`src/shared/gmer_params.svh`:
```
// Offsets, field positions, reset values and sizes of the GPIO and measure-enable bank.
// Assumes it is included by bare name from the package and design files.
`ifndef GMER_PARAMS_SVH
`define GMER_PARAMS_SVH

// ---------------------------------------------------------------
// Register indices; byte address is four times the index.
// ---------------------------------------------------------------
`define GMER_IDX_GPIO 8'h11
`define GMER_IDX_MEAS 8'h12
`define GMER_IDX_EMGCY 8'h20

// ---------------------------------------------------------------
// Field positions.
// ---------------------------------------------------------------
`define GMER_DIR_LSB 12
`define GMER_RD_LSB 8
`define GMER_TMR_BIT 7
`define GMER_DRIVE_LSB 0
`define GMER_BLKCON_BIT 15
`define GMER_BLKEN_BIT 14
`define GMER_AIN2_BIT 13
`define GMER_AIN1_BIT 12
`define GMER_CELL_LSB 0
`define GMER_EMGCY_BIT 0

// ---------------------------------------------------------------
// Sizes and reset values.
// ---------------------------------------------------------------
`define GMER_NPIN 4
`define GMER_NCELL 12
`define GMER_NCELL_W 4'hc
`define GMER_RST_PIN 4'h0
`define GMER_RST_WORD 16'h0000
`define GMER_RST_CELL 12'h000

`endif

```
`src/shared/gmer_pkg.sv`:
```
// Types shared by the GPIO and measure-enable bank.
// Assumes gmer_params.svh is on the include path.
`include "gmer_params.svh"

package gmer_pkg;
  typedef logic [`GMER_NPIN-1:0] gmer_pin_t;
  typedef logic [`GMER_NCELL-1:0] gmer_cell_t;
  typedef logic [15:0] gmer_word_t;
endpackage

```
`src/shared/gmer_pin_if.sv`:
```
// Carrier between the register bank and its pin controller.
// Assumes both ends run on the same pclk.
`timescale 1ns/10ps
`default_nettype none

interface gmer_pin_if;
  gmer_pkg::gmer_pin_t dir;
  gmer_pkg::gmer_pin_t drive;
  logic tmr_mode;
  logic tmr_count;
  gmer_pkg::gmer_pin_t level;

  modport ctrl (output dir, output drive, output tmr_mode, output tmr_count, input level);
  modport pins (input dir, input drive, input tmr_mode, input tmr_count, output level);
endinterface

`default_nettype wire

```
`src/verilog/gmer_regs.sv`:
```
// GPIO control and measurement input select bank, reached over APB.
// Assumes a scan engine on pclk pulses scan_start and delivers cell results.
//
// Functional notes
// RULE1 - A pin is driven only while its direction bit is one.
// RULE2 - All direction bits are zero after reset; pins start as inputs.
// RULE3 - A driven pin outputs its drive bit.
// RULE4 - Readback field returns each pin's input level; writes to it are ignored.
// RULE5 - Pin levels are sampled once per read of the GPIO register.
// RULE6 - Timer mode overrides pin 3: high while timer counts, low when expired.
// RULE7 - Emergency discharge forces pin 3 timer mode on.
// RULE8 - Emergency discharge is a configuration bit held in its own register.
// RULE9 - Divider connect bit must be set before block voltage scans.
// RULE10 - Separate bits enable block voltage, second and first auxiliary inputs.
// RULE11 - Enables are latched only at scan start; writes apply next scan.
// RULE12 - Twelve bits enable cells one to twelve.
// RULE13 - Results of disabled cells are stored as zero.
//
// Design decision made here: the APB interface to the registers.
`timescale 1ns/10ps
`default_nettype none
`include "gmer_params.svh"

module gmer_regs (
  // Clock and reset
  input wire logic pclk,
  input wire logic presetn,
  // APB slave
  input wire logic psel,
  input wire logic penable,
  input wire logic pwrite,
  input wire logic [7:0] paddr,
  input wire logic [31:0] pwdata,
  input wire logic [3:0] pstrb,
  output logic [31:0] prdata,
  output logic pready,
  output logic pslverr,
  // General-purpose pins
  input wire logic [`GMER_NPIN-1:0] gpio_in,
  output logic [`GMER_NPIN-1:0] gpio_out,
  output logic [`GMER_NPIN-1:0] gpio_oe,
  // Timer and discharge
  input wire logic timer_counting,
  output logic emergency_discharge,
  // Scan engine
  input wire logic scan_start,
  output logic scan_block_divider_connect,
  output logic scan_block_voltage_enable,
  output logic scan_aux_input2_enable,
  output logic scan_aux_input1_enable,
  output logic [`GMER_NCELL-1:0] scan_cell_enable,
  // Cell results
  input wire logic result_valid,
  input wire logic [3:0] result_cell,
  input wire logic [15:0] result_data,
  output logic result_wr,
  output logic [3:0] result_wr_cell,
  output logic [15:0] result_wr_data
);

  // ---------------------------------------------------------------
  // Address decode
  // ---------------------------------------------------------------
  function automatic logic gmer_hit(input logic [7:0] addr, input logic [7:0] idx);
    gmer_hit = (addr == {idx[5:0], 2'b00});
  endfunction

  logic setup;
  logic wr_access;
  logic hit_gpio;
  logic hit_meas;
  logic hit_emgcy;
  logic err_reg;
  gmer_pkg::gmer_pin_t dir_reg;
  gmer_pkg::gmer_pin_t drive_reg;
  logic tmr_reg;
  logic emgcy_reg;
  gmer_pkg::gmer_word_t meas_reg;
  gmer_pkg::gmer_word_t gpio_word;
  logic cell_on;

  gmer_pin_if pin_bus ();

  assign setup = psel & ~penable;
  assign wr_access = psel & penable & pwrite;
  assign hit_gpio = gmer_hit(paddr, `GMER_IDX_GPIO);
  assign hit_meas = gmer_hit(paddr, `GMER_IDX_MEAS);
  assign hit_emgcy = gmer_hit(paddr, `GMER_IDX_EMGCY);

  // Every access completes in its first access cycle.
  assign pready = 1'b1;
  assign pslverr = psel & penable & err_reg;

  always_ff @(posedge pclk or negedge presetn) begin
    if (!presetn) begin
      err_reg <= 1'b0;
    end else if (setup) begin
      err_reg <= ~(hit_gpio | hit_meas | hit_emgcy);
    end
  end

  // ---------------------------------------------------------------
  // GPIO register
  // ---------------------------------------------------------------
  always_ff @(posedge pclk or negedge presetn) begin
    if (!presetn) begin
      dir_reg <= `GMER_RST_PIN; // [RULE2]
      drive_reg <= `GMER_RST_PIN;
      tmr_reg <= 1'b0;
    end else if (wr_access && hit_gpio) begin
      if (pstrb[1]) begin
        dir_reg <= pwdata[`GMER_DIR_LSB +: `GMER_NPIN]; // [RULE1]
      end
      if (pstrb[0]) begin
        drive_reg <= pwdata[`GMER_DRIVE_LSB +: `GMER_NPIN]; // [RULE3]
        tmr_reg <= pwdata[`GMER_TMR_BIT]; // [RULE6]
      end
    end
  end

  // ---------------------------------------------------------------
  // Emergency discharge register
  // ---------------------------------------------------------------
  always_ff @(posedge pclk or negedge presetn) begin
    if (!presetn) begin
      emgcy_reg <= 1'b0;
    end else if (wr_access && hit_emgcy && pstrb[0]) begin
      emgcy_reg <= pwdata[`GMER_EMGCY_BIT]; // [RULE8]
    end
  end

  assign emergency_discharge = emgcy_reg;

  // ---------------------------------------------------------------
  // Measurement select register
  // ---------------------------------------------------------------
  always_ff @(posedge pclk or negedge presetn) begin
    if (!presetn) begin
      meas_reg <= `GMER_RST_WORD;
    end else if (wr_access && hit_meas) begin
      if (pstrb[0]) begin
        meas_reg[7:0] <= pwdata[7:0]; // [RULE12]
      end
      if (pstrb[1]) begin
        meas_reg[15:8] <= pwdata[15:8]; // [RULE10] [RULE9]
      end
    end
  end

  // ---------------------------------------------------------------
  // Scan-start latch
  // ---------------------------------------------------------------
  always_ff @(posedge pclk or negedge presetn) begin
    if (!presetn) begin
      scan_block_divider_connect <= 1'b0;
      scan_block_voltage_enable <= 1'b0;
      scan_aux_input2_enable <= 1'b0;
      scan_aux_input1_enable <= 1'b0;
      scan_cell_enable <= `GMER_RST_CELL;
    end else if (scan_start) begin // [RULE11]
      scan_block_divider_connect <= meas_reg[`GMER_BLKCON_BIT]; // [RULE9]
      scan_block_voltage_enable <= meas_reg[`GMER_BLKEN_BIT]; // [RULE10]
      scan_aux_input2_enable <= meas_reg[`GMER_AIN2_BIT]; // [RULE10]
      scan_aux_input1_enable <= meas_reg[`GMER_AIN1_BIT]; // [RULE10]
      scan_cell_enable <= meas_reg[`GMER_CELL_LSB +: `GMER_NCELL]; // [RULE12]
    end
  end

  // ---------------------------------------------------------------
  // Cell result store
  // ---------------------------------------------------------------
  assign cell_on = (result_cell < `GMER_NCELL_W) ? scan_cell_enable[result_cell] : 1'b0;

  always_ff @(posedge pclk or negedge presetn) begin
    if (!presetn) begin
      result_wr <= 1'b0;
      result_wr_cell <= 4'h0;
      result_wr_data <= `GMER_RST_WORD;
    end else begin
      result_wr <= result_valid;
      result_wr_cell <= result_cell;
      result_wr_data <= cell_on ? result_data : `GMER_RST_WORD; // [RULE13]
    end
  end

  // ---------------------------------------------------------------
  // Pin controller
  // ---------------------------------------------------------------
  assign pin_bus.dir = dir_reg;
  assign pin_bus.drive = drive_reg;
  assign pin_bus.tmr_mode = tmr_reg | emgcy_reg; // [RULE7]
  assign pin_bus.tmr_count = timer_counting;

  gmer_pin_ctrl u_pins (
    .pclk(pclk),
    .presetn(presetn),
    .pins(pin_bus.pins),
    .gpio_in(gpio_in),
    .gpio_out(gpio_out),
    .gpio_oe(gpio_oe)
  );

  // ---------------------------------------------------------------
  // Read data
  // ---------------------------------------------------------------
  // The readback field is sampled here, once per read, in the setup cycle.
  assign gpio_word = {dir_reg, pin_bus.level, tmr_reg, 3'h0, drive_reg};

  always_ff @(posedge pclk or negedge presetn) begin
    if (!presetn) begin
      prdata <= 32'h0000_0000;
    end else if (setup && !pwrite) begin
      if (hit_gpio) begin
        prdata <= {16'h0000, gpio_word}; // [RULE4] [RULE5]
      end else if (hit_meas) begin
        prdata <= {16'h0000, meas_reg};
      end else if (hit_emgcy) begin
        prdata <= {31'h0000_0000, emgcy_reg};
      end else begin
        prdata <= 32'h0000_0000;
      end
    end
  end
endmodule

`default_nettype wire

```
`src/verilog/gmer_pin_ctrl.sv`:
```
// Pin controller: synchronises the four pins and drives them from the bank.
// Assumes pins are asynchronous and the timer state is on pclk.
`timescale 1ns/10ps
`default_nettype none
`include "gmer_params.svh"

module gmer_pin_ctrl (
  // Clock and reset
  input wire logic pclk,
  input wire logic presetn,
  // Bank side
  gmer_pin_if.pins pins,
  // Pins
  input wire logic [`GMER_NPIN-1:0] gpio_in,
  output logic [`GMER_NPIN-1:0] gpio_out,
  output logic [`GMER_NPIN-1:0] gpio_oe
);

  gmer_pkg::gmer_pin_t sync1_reg;
  gmer_pkg::gmer_pin_t sync2_reg;
  gmer_pkg::gmer_pin_t sync3_reg;
  gmer_pkg::gmer_pin_t level_reg;
  gmer_pkg::gmer_pin_t settled;

  // ---------------------------------------------------------------
  // Input synchroniser and agreement filter
  // ---------------------------------------------------------------
  always_ff @(posedge pclk or negedge presetn) begin
    if (!presetn) begin
      sync1_reg <= `GMER_RST_PIN;
      sync2_reg <= `GMER_RST_PIN;
      sync3_reg <= `GMER_RST_PIN;
    end else begin
      sync1_reg <= gpio_in;
      sync2_reg <= sync1_reg;
      sync3_reg <= sync2_reg;
    end
  end

  // A bit only moves once the last two stages agree.
  assign settled = ~(sync2_reg ^ sync3_reg);

  always_ff @(posedge pclk or negedge presetn) begin
    if (!presetn) begin
      level_reg <= `GMER_RST_PIN;
    end else begin
      level_reg <= (sync3_reg & settled) | (level_reg & ~settled); // [RULE4]
    end
  end

  assign pins.level = level_reg;

  // ---------------------------------------------------------------
  // Output drivers
  // ---------------------------------------------------------------
  always_ff @(posedge pclk or negedge presetn) begin
    if (!presetn) begin
      gpio_oe <= `GMER_RST_PIN; // [RULE2]
      gpio_out <= `GMER_RST_PIN;
    end else begin
      gpio_oe[2:0] <= pins.dir[2:0]; // [RULE1]
      gpio_out[2:0] <= pins.drive[2:0]; // [RULE3]
      if (pins.tmr_mode) begin
        gpio_oe[3] <= 1'b1; // [RULE6]
        gpio_out[3] <= pins.tmr_count; // [RULE6]
      end else begin
        gpio_oe[3] <= pins.dir[3]; // [RULE1]
        gpio_out[3] <= pins.drive[3]; // [RULE3]
      end
    end
  end
endmodule

`default_nettype wire

```
`config.mk`:
```
export PLATFORM = sky130hd
export DESIGN_NAME = gmer_regs
export DESIGN_NICKNAME = d
export VERILOG_FILES = /design/src/shared/gmer_pkg.sv /design/src/shared/gmer_pin_if.sv /design/src/verilog/gmer_regs.sv /design/src/verilog/gmer_pin_ctrl.sv
export VERILOG_INCLUDE_DIRS = /design/src /design/src/shared
export SDC_FILE = /design/constraint.sdc
export NUM_CORES = 1
export LEC_CHECK = 0
export ABC_AREA = 0
export BUFFER_PORTS_ARGS = -buffer_cell sky130_fd_sc_hd__buf_2
export CAP_MARGIN = 20
export CORE_MARGIN = 2
export CORE_UTILIZATION = 48
export DETAILED_ROUTE_END_ITERATION = 12
export PLACE_DENSITY = 0.79
export SETUP_SLACK_MARGIN = 0.5
export SLEW_MARGIN = 20
export SYNTH_ARGS = -nofsm -noshare
export SYNTH_HDL_FRONTEND = slang
export SYNTH_SLANG_ARGS = --single-unit
```
`constraint.sdc`:
```
create_clock -name pclk -period 1.8 [get_ports pclk]
set_input_delay 0.09 -clock pclk [delete_from_list [all_inputs] [get_ports pclk]]
set_output_delay 0.09 -clock pclk [all_outputs]
set_load 0.005 [all_outputs]
```
==> results of run 1 <==
final timing paths:
kind,start,endpoint,slack [ns],cells after the start
worst min register to register,u_pins.sync1_reg[0],u_pins.sync2_reg[0],0.36,0
max in group asynchronous,presetn,scan_aux_input1_enable,0.97,3
worst max register to register,scan_cell_enable[6],result_wr_data[10],0.29,5
worst min-delay path,pwrite,prdata[4],0.08,3
min in group asynchronous,presetn,scan_aux_input2_enable,0.20,2
worst max-delay path,scan_cell_enable[6],result_wr_data[10],0.29,5
through the flow:
| stage | instances | hold slack, ns | total power, µW | util [%] | setup WS [ns] |
|---|---|---|---|---|---|
| after global routing | 565 | 0.0916 | 4350 | 66.0 | 0.247 |
| final | 565 | 0.0787 | 4150 | 66.0 | 0.287 |
| after detailed placement | 499 | 0.0639 | 2860 | 57.3 | 0.210 |
| after CTS | 562 | 0.0589 | 4190 | 65.2 | 0.287 |
| after global placement | 499 | 0.0521 | 2850 | 57.3 | 0.269 |
| after floorplan | 292 | -0.206 | 2660 | - | 0.314 |
per-layer routing:
metal | vias up | wire (µm) | share of wire [%]
met5 | - | 0 | 0
met4 | 0 | 128 | 1.5
met3 | 12 | 402 | 4.8
met2 | 87 | 4210 | 50
met1 | 1372 | 3640 | 43
li1 | 1297 | - | -
logic make-up after synthesis:
family                   synth area share (%)
AND/OR/NAND/NOR                          8.72
adder cells (fa/ha/maj)                  1.01
multiplexers                             14.0
AO/OA/AOI/OAI                            6.01
flip-flops                               65.5
buffers and inverters                    4.53
other                                   0.189
cell usage in the layout (no fill, tap or decap), drive strengths merged, types with 2 or more instances in the layout:
master	netlist	final
o21ai	6	6
mux2	44	44
and4	2	2
nand3	4	4
nor2b	3	3
maj3	4	4
clkbuf	2	12
and2	16	16
conb	2	17
clkinv	0	3
a22oi	13	13
buf	24	136
dfrtp	104	104
a21oi	12	12
nor2	15	15
mux4	2	2
dlygate4sd3	0	43
nand2	9	9
and3	4	4
what timing repair did:
action	4_1_cts	5_1_grt
hold buffers	43	0
endpoints found under the hold margin	83	0
setup buffers	5	2
pin swaps	3	11
cloned	0	1
endpoints found under the setup margin	16	16
gates resized for setup	2	19
worst max-delay path, cell delays in order (launching register included):
cell	delay [ns]
dfrtp_1	0.40
mux4_2	0.46
nand3b_1	0.14
o41ai_4	0.12
buf_6	0.16
and2_4	0.13
power by group through the flow:
stage	combinational [µW]	sequential, µW	clock, µW
after floorplan	141	2520	0
after global placement	327	2520	0
after detailed placement	337	2520	0
after CTS	414	2480	1300
after global routing	475	2490	1390
final	424	2480	1250
area by class of cell:
type	count	area share, %
clock buffer	12	2.70
sequential	104	48.5
tap	105	2.45
multi-input combinational	162	24.1
clock inverter	3	0.350
timing repair buffer	179	21.9
==> results.yml, run 1 <==
status:
  status: "complete, no violations"
timing:
  slew_viol_final: 0
  setup_violations: 0
  fin_crit_ns: 1.51
  finalClockSkew_ns: 0.00965
  rsz0062_at_grt: "yes"
  finalSetupTns_ns: 0
  hold_viol: 0
  relSlewSlack_pct: 62.2
  worst_slew_pin_slew_ns: 0.560
  fin_crit_sh_pct: 84.1
  fmax_mhz: 661
synthesis:
  synth-main-ff-cell: "dfrtp_1"
  yosysMostFrequentCell: "dfrtp_1"
  ys_top_cells_by_area: "dfrtp_1, mux2_2, buf_4"
  synth_top_area_share_pct: 65.5
  ys_ff_latch: 104
  synth_cells: 277
  yosys.area.top_type: "dfrtp_1"
  synth_common_cells: "dfrtp_1, mux2_2, buf_4"
  synth-edff-count: 0
  ys_warn_count: 0
  syn_avg_cell_area_um2: 14.3
  synthesis.area_mm2: 0.00397
  async_reset_ff_share_pct: 100
  synth_seq_area_share_pct: 65.5
  synth_cell_types: 33
setup_path:
  cp_data_required_time_ns: 2.05
  start_kind: "flop"
  cp-end-kind: "flop"
  cp.arrival_ns: 1.76
  crit_type: "reg -> reg"
  cp_max_fo: 8
global_route:
  antenna_found_initial: 0
  grt.total_usage_pct: 19.2
  met2_usage_pct: 31.1
  gr-usage-met3_pct: 4.15
  grt_pass1_wl_um: 12800
  overflow: 0
  grt-busiest-layer: "met2"
  met1_usage_pct: 25.4
  grt_pass1_vias: 2690
  grt_max_degree: 52
drt:
  drtIter0Drc: 93
  totalWireLength_um: 8390
  antenna_left: 0
  firstDrtPassIters: 4
  avgRoutedWirePerCell_um: 14.8
  route.vias.total: 2768
  vias_per_cell: 4.90
  drc: 0
floorplanning:
  fp.dieW_um: 95.0
  rows: 33
  die_y_um: 95.0
  die_area_mm2: 0.00902
  start_util_pct: 48.9
  core_mm2: 0.00813
  ioPinCount: 156
power_and_ir_drop:
  p_sw_uw: 961
  clkPwrFrac_pct: 30.1
  switching_share_pct: 23.1
  peakVddDrop_mv: 0.426
  p_int_uw: 3190
  p_per_area_mw_per_mm2: 774
  seqPwrFrac_pct: 59.7
  power_frac_comb_pct: 10.2
  p_leak_uw: 0.00289
place:
  dpl_cell_area_mm2: 0.00466
  gp_congestion: 0.874
  dpl.hpwl_um: 5720
  io_buffers: 120
hold_path:
  hold_path.class: "in -> reg"
finish:
  fin_nets: 532
  fill_cells: 615
  antenna_cells: 0
  multiInputGateArea_mm2: 0.00129
  finalInstanceArea_mm2: 0.00537
  area_delta_synth_final_pct: 35.0
  regArea_mm2: 0.00260
  drive_above_1_share_pct: 47.6
flow_run:
  drv_cap: 0
clock_network:
  clock_sinks: 104
  cts_tree: "yes"
  clk_pin_slew_ns: 0.09
  clock_latency_ns: 0.35
  cts_made_buffers: 9
  cts-root-buf: "clkbuf_8"
  clock_path_buffers: 2
  h-tree-depth: 3
Note: power is estimated with default switching activity, not from simulation.
==> run 2, diff against run 1 <==
--- a/config.mk
+++ b/config.mk
@@ -6,11 +6,11 @@
 export SDC_FILE = /design/constraint.sdc
 export NUM_CORES = 1
 export LEC_CHECK = 0
-export ABC_AREA = 0
+export ABC_AREA = 1
 export BUFFER_PORTS_ARGS = -buffer_cell sky130_fd_sc_hd__buf_2
 export CAP_MARGIN = 20
 export CORE_MARGIN = 2
-export CORE_UTILIZATION = 48
+export CORE_UTILIZATION = 49
 export DETAILED_ROUTE_END_ITERATION = 12
 export PLACE_DENSITY = 0.79
 export SETUP_SLACK_MARGIN = 0.5
==> constraint.sdc (replaced) <==
create_clock -name pclk -period 1.4 [get_ports pclk]
set_input_delay 0.07 -clock pclk [delete_from_list [all_inputs] [get_ports pclk]]
set_output_delay 0.07 -clock pclk [all_outputs]
set_load 0.005 [all_outputs]
==> run 2 against run 1 <==
  * First-iteration DRC count grew 15%
  * Highest routed layer unchanged
  * Total power rose by 35%
  * Synthesized area grew 8.8%
  * Worst setup slack worse by 0.066 ns
  * Wire length rose by 21%
  * Die area increased by 6.3%
  * Sequential power is 27% higher
  * Critical path depth is 1 higher
  * Combinational power rose by 55%
==> results.yml, run 2 <==
clock_network:
  clock_latency_ns: 0.37
  clock_path_buffers: 2
  clock_sinks: 104
  cts_tree: "yes"
  clk_pin_slew_ns: 0.11
  h-tree-depth: 3
  cts_made_buffers: 9
  cts-root-buf: "clkbuf_8"
flow_run:
  drv_cap: 0
synthesis:
  yosysMostFrequentCell: "dfrtp_1"
  async_reset_ff_share_pct: 100
  synth-main-ff-cell: "dfrtp_1"
  synthesis.area_mm2: 0.00432
  synth_cell_types: 31
  ys_top_cells_by_area: "dfrtp_1, nand2_1, inv_1"
  yosys.area.top_type: "dfrtp_1"
  ys_warn_count: 0
  syn_avg_cell_area_um2: 9.96
  ys_ff_latch: 104
  synth_common_cells: "dfrtp_1, nand2_1, inv_1"
  synth_top_area_share_pct: 60.2
  synth-edff-count: 0
  synth_cells: 434
  synth_seq_area_share_pct: 60.2
finish:
  layout_common_cells: "buf_2, dfrtp_1, nand2_1"
  final_util_pct: 69.1
  drive_above_1_share_pct: 38.9
  regArea_mm2: 0.00260
  antenna_cells: 0
  fill_cells: 669
  area_delta_synth_final_pct: 38.0
  multiInputGateArea_mm2: 0.00139
  fin_cells: 745
  fin_nets: 708
  final_common_cell: "buf_2"
timing:
  hold_viol: 0
  rsz0062_at_grt: "yes"
  slew_viol_final: 0
  finalClockSkew_ns: 0.0130
  finalSetupTns_ns: 0
  fmax_mhz: 848
  fin_crit_sh_pct: 84.2
  fin_crit_ns: 1.18
  setup_violations: 0
drt:
  route.vias.total: 3452
  vias_per_cell: 4.63
  avgRoutedWirePerCell_um: 13.6
  firstDrtPassIters: 5
  drc: 0
  totalWireLength_um: 10100
  drtIter0Drc: 107
  antenna_left: 0
floorplanning:
  die_y_um: 97.9
  fp.dieW_um: 97.9
  ioPinCount: 156
  die_area_mm2: 0.00959
  start_util_pct: 50.1
  rows: 34
  core_mm2: 0.00864
setup_path:
  r2r_cells: 6
  cp_data_required_time_ns: 1.69
  cp.arrival_ns: 1.47
  cp-end-kind: "flop"
  r2r_slack_ns: 0.22
  crit_type: "reg -> reg"
  rr_startpoint: "scan_cell_enable[1]"
  crit-reg2reg-capture: "result_wr_data[1]"
  cp_max_fo: 8
  start_kind: "flop"
hold_path:
  whs_endpoint: "emergency_discharge"
  hold_path.class: "in -> reg"
  holdCritStartpoint: "pwdata[0]"
  min_path_cells: 3
power_and_ir_drop:
  p_per_area_mw_per_mm2: 939
  p_leak_uw: 0.00323
  peakVddDrop_mv: 0.429
place:
  dpl.hpwl_um: 6430
  gp_congestion: 0.808
  io_buffers: 120
  place_inst: 653
global_route:
  antenna_found_initial: 0
  overflow: 0
  grt.total_usage_pct: 20.5
  grt_pass1_vias: 3306
  grt_pass1_wl_um: 15600
  grt_max_degree: 54
status:
  status: "complete, no violations"
-- run 2: changes by cell type in the layout (fill, tap and decap cells not counted), sizes merged, moves of 8 or more --
cell / change
a21oi: +27
a22oi: -13
and2: -16
buf: +22
inv: +70
mux2: -43
nand2: +69
nand3: +8
nor2: +44
o21ai: +25
-- run 2: area by class of cell --
class	instances	share of cell area, %
Multi-Input combinational cell	249	23.4
Clock buffer	10	2.14
Sequential cell	104	43.6
Inverter	67	4.30
Timing Repair Buffer	201	23.2
Tap cell	108	2.27
Clock inverter	6	1.05
-- run 2: worst max-delay path: stages (launching register included) --
cell	delay, ns
dfrtp_1	0.41
nand2_1	0.11
nand3_2	0.10
nand3_2	0.09
nand2_4	0.13
nand2_8	0.09
a21oi_1	0.16
-- run 2: worst max path at each step --
| stage | startpoint | to | slack [ns] | cells after the start |
|---|---|---|---|---|
| finish | scan_cell_enable[1] | result_wr_data[1] | 0.22 | 6 |
| global route | scan_cell_enable[1] | result_wr_data[1] | 0.14 | 6 |
| CTS | scan_cell_enable[9] | result_wr_data[4] | 0.25 | 6 |
| detailed placement | scan_cell_enable[4] | result_wr_data[0] | 0.16 | 4 |
| global placement | scan_cell_enable[4] | result_wr_data[1] | 0.25 | 4 |
| floorplan | scan_cell_enable[4] | result_wr_data[10] | 0.34 | 5 |
-- run 2: metrics by stage --
| stage | instance area, µm² | hold WS, ns | worst slack [ns] | power [µW] |
|---|---|---|---|---|
| CTS | 5710 | -0.127 | 0.251 | 5590 |
| floorplan | 4380 | -0.226 | 0.339 | 3460 |
| finish | 5960 | 0.0165 | 0.221 | 5600 |
| global route | 5960 | 0.0174 | 0.143 | 5830 |
| global placement | 4950 | -0.0962 | 0.247 | 3670 |
| detailed placement | 4950 | -0.0953 | 0.163 | 3690 |
-- run 2: repair_timing --
action | 4_1_cts | 5_1_grt
endpoints found under the hold margin | 154 | 1
pin swaps | 2 | 12
buffers inserted | 14 | 18
gates resized for setup | 5 | 31
cloned | 0 | 1
hold buffers | 42 | 1
endpoints found under the setup margin | 79 | 93
-- run 2: where the power goes --
group          internal [µW]  switching [µW]  total [µW]
logic                    320             339         658
clock network            695            1100        1790
registers               3100            47.0        3150
total                   4120            1480        5600
-- run 2: per-layer routing --
metal | global-route usage [%] | wire length [µm] | share of wire [%] | vias up
li1 | - | - | - | 1705
met1 | 27.3 | 4370 | 43 | 1622
met2 | 33.7 | 5050 | 50 | 113
met3 | 4.08 | 577 | 5.7 | 12
met4 | 7.59 | 147 | 1.4 | 0
met5 | 0 | 0 | 0 | -
-- run 2: cell families (layout without fill, tap and decap cells) --
| kind of cell | after synthesis | in the layout | synth area share, % |
|---|---|---|---|
| AND/OR/NAND/NOR | 150 | 151 | 15.7 |
| flip-flops | 104 | 104 | 60.2 |
| buffers and inverters | 97 | 284 | 11.3 |
| AO/OA/AOI/OAI | 76 | 76 | 11.5 |
| adder cells (fa/ha/maj) | 4 | 4 | 0.926 |
| other | 2 | 17 | 0.174 |
| multiplexers | 1 | 1 | 0.260 |
==> run 3, diff against run 2 <==
--- a/config.mk
+++ b/config.mk
@@ -10,9 +10,9 @@
 export BUFFER_PORTS_ARGS = -buffer_cell sky130_fd_sc_hd__buf_2
 export CAP_MARGIN = 20
 export CORE_MARGIN = 2
-export CORE_UTILIZATION = 49
+export CORE_UTILIZATION = 45
 export DETAILED_ROUTE_END_ITERATION = 12
-export PLACE_DENSITY = 0.79
+export PLACE_DENSITY = 0.76
 export SETUP_SLACK_MARGIN = 0.5
 export SLEW_MARGIN = 20
 export SYNTH_ARGS = -nofsm -noshare
==> constraint.sdc (replaced) <==
create_clock -name pclk -period 0.97 [get_ports pclk]
set_input_delay 0.0485 -clock pclk [delete_from_list [all_inputs] [get_ports pclk]]
set_output_delay 0.0485 -clock pclk [all_outputs]
set_load 0.005 [all_outputs]
==> run 3 against run 2 <==
  * The flow now finishes with violations (hold timing, setup timing)
  * Final area rose by 14%
  * Clock power up 43%
  * Worst hold slack got worse by 0.45 ns
  * Global-route usage up 0.57 points
  * Via count increased by 7.9%
  * Flip-flop and latch count stayed put
  * Combinational power is 61% higher
  * Clock skew fell by 0.0016 ns
  * Critical path type unchanged
==> results.yml, run 3 (synthesis results as in run 2) <==
floorplanning:
  ioPinCount: 156
  rows: 35
  die_area_mm2: 0.0104
  core_mm2: 0.00928
  die_y_um: 102
  start_util_pct: 46.6
  fp.dieW_um: 102
finish:
  fin_nets: 717
  area_delta_synth_final_pct: 56.6
  fill_cells: 652
  fin_cells: 775
  antenna_cells: 0
  drive_above_1_share_pct: 59.4
  layout_common_cells: "dfrtp_1, buf_2, buf_6"
  finalInstanceArea_mm2: 0.00677
power_and_ir_drop:
  p_int_uw: 5940
  clkPwrFrac_pct: 31.4
  seqPwrFrac_pct: 55.7
  p_sw_uw: 2220
  p_per_area_mw_per_mm2: 1210
  power_frac_comb_pct: 13.0
  switching_share_pct: 27.2
  p_leak_uw: 0.00347
  peakVddDrop_mv: 0.847
setup_path:
  start_kind: "flop"
  slowest_delay_ns: 0.40
  crit_top_cell: "nand3_2"
  cp_max_fo: 8
  path_cells: "nand2_1 > nand3_2 > nand3_2 > nand2_4 > nand2_8 > a21oi_2"
  cp_data_required_time_ns: 1.25
  cp-end-kind: "flop"
  cp.arrival_ns: 1.43
  crit_slowest_cell: "dfrtp_1"
  crit_type: "reg -> reg"
global_route:
  grt_pass1_vias: 3628
  grt_pass1_wl_um: 17000
  grt_max_degree: 32
  overflow: 0
  antenna_found_initial: 0
  grt.total_usage_pct: 21.1
drt:
  avgRoutedWirePerCell_um: 14.8
  route.vias.total: 3726
  drc: 0
  drtIter0Drc: 149
  firstDrtPassIters: 4
  totalWireLength_um: 11500
  antenna_left: 0
  vias_per_cell: 4.81
timing:
  holdWs_ns: -0.435
  fin_crit_ns: 1.15
  finalClockSkew_ns: 0.0114
  finalSetupTns_ns: -3.19
  slew_viol_final: 0
  fmax_mhz: 869
  rsz0062_at_grt: "yes"
  fin_crit_sh_pct: 119
  hold_viol: 147
  setup_violations: 28
  fin_ws_ns: -0.180
place:
  dpl.hpwl_um: 6960
  place_inst: 699
  io_buffers: 120
  gp_congestion: 0.819
  dpl_cell_area_mm2: 0.00536
clock_network:
  cts_tree: "yes"
  cts_made_buffers: 9
  clock_path_buffers: 2
  h-tree-depth: 3
  clk_pin_slew_ns: 0.11
  clock_sinks: 104
  clock_latency_ns: 0.36
  cts-root-buf: "clkbuf_8"
hold_path:
  hold_path.class: "in -> async"
flow_run:
  drv_cap: 0
status:
  status: "finished with violations"
  violations: "hold timing, setup timing"
## run 3: repair_timing
item | 4_1_cts | 5_1_grt
hold buffers | 5 | 1
pin swaps | 50 | 39
setup buffers | 31 | 20
resized for setup | 100 | 96
gates cloned | 2 | 1
endpoints found under the hold margin | 156 | 146
endpoints found under the setup margin | 158 | 158
## run 3: area by class of cell
type | count | area (µm²) | area share [%]
clock buffer | 9 | 124 | 1.83
clock inverter | 7 | 60.1 | 0.887
inverter | 67 | 290 | 4.29
multi-input combinational | 251 | 1840 | 27.2
sequential | 104 | 2610 | 38.5
tap | 129 | 161 | 2.38
timing repair buffer | 208 | 1690 | 24.9
## run 3: routing by layer
layer / share of wire, % / vias to the layer above / GRT usage (%)
li1: - / 1732 / -
met1: 39 / 1845 / 25.4
met2: 55 / 131 / 38.1
met3: 4.6 / 18 / 4.58
met4: 1.5 / 0 / 6.26
met5: 0 / - / 0
## run 3: final timing paths
| kind | depth (start not counted) | end | slack (ns) | startpoint |
|---|---|---|---|---|
| setup / recovery | 6 | result_wr_data[2] | -0.18 | scan_cell_enable[1] |
| hold / removal | 1 | u_pins.gpio_out[0] | -0.44 | presetn |
| setup reg to reg | 6 | result_wr_data[2] | -0.18 | scan_cell_enable[1] |
| hold reg to reg | 0 | u_pins.sync2_reg[0] | 0.36 | u_pins.sync1_reg[0] |
| max in group asynchronous | 2 | u_pins.gpio_oe[1] | 0.88 | presetn |
| min in group pclk | 1 | result_wr_cell[2] | -0.13 | result_cell[2] |
## run 3: metrics by stage
step	util, %	total power (µW)	worst slack, ns
finish	72.9	8170	-0.180
detailed placement	57.7	5440	-0.188
global placement	57.7	5410	-0.149
CTS	67.1	8060	-0.165
floorplan	-	5030	-0.0912
global route	72.9	8510	-0.233
## run 3: worst max-delay path, delay by kind of cell (launching register included)
| kind | cells | cell delay [ns] |
|---|---|---|
| simple gates | 5 | 0.49 |
| compound gates | 1 | 0.16 |
| flops | 1 | 0.40 |
## run 3: power by group through the flow
stage               combinational (µW)  clock [µW]  sequential (µW)
floorplan                          399           0             4630
detailed placement                 812           0             4630
global route                      1160        2790             4560
global placement                   789           0             4620
CTS                                930        2590             4540
finish                            1060        2560             4550
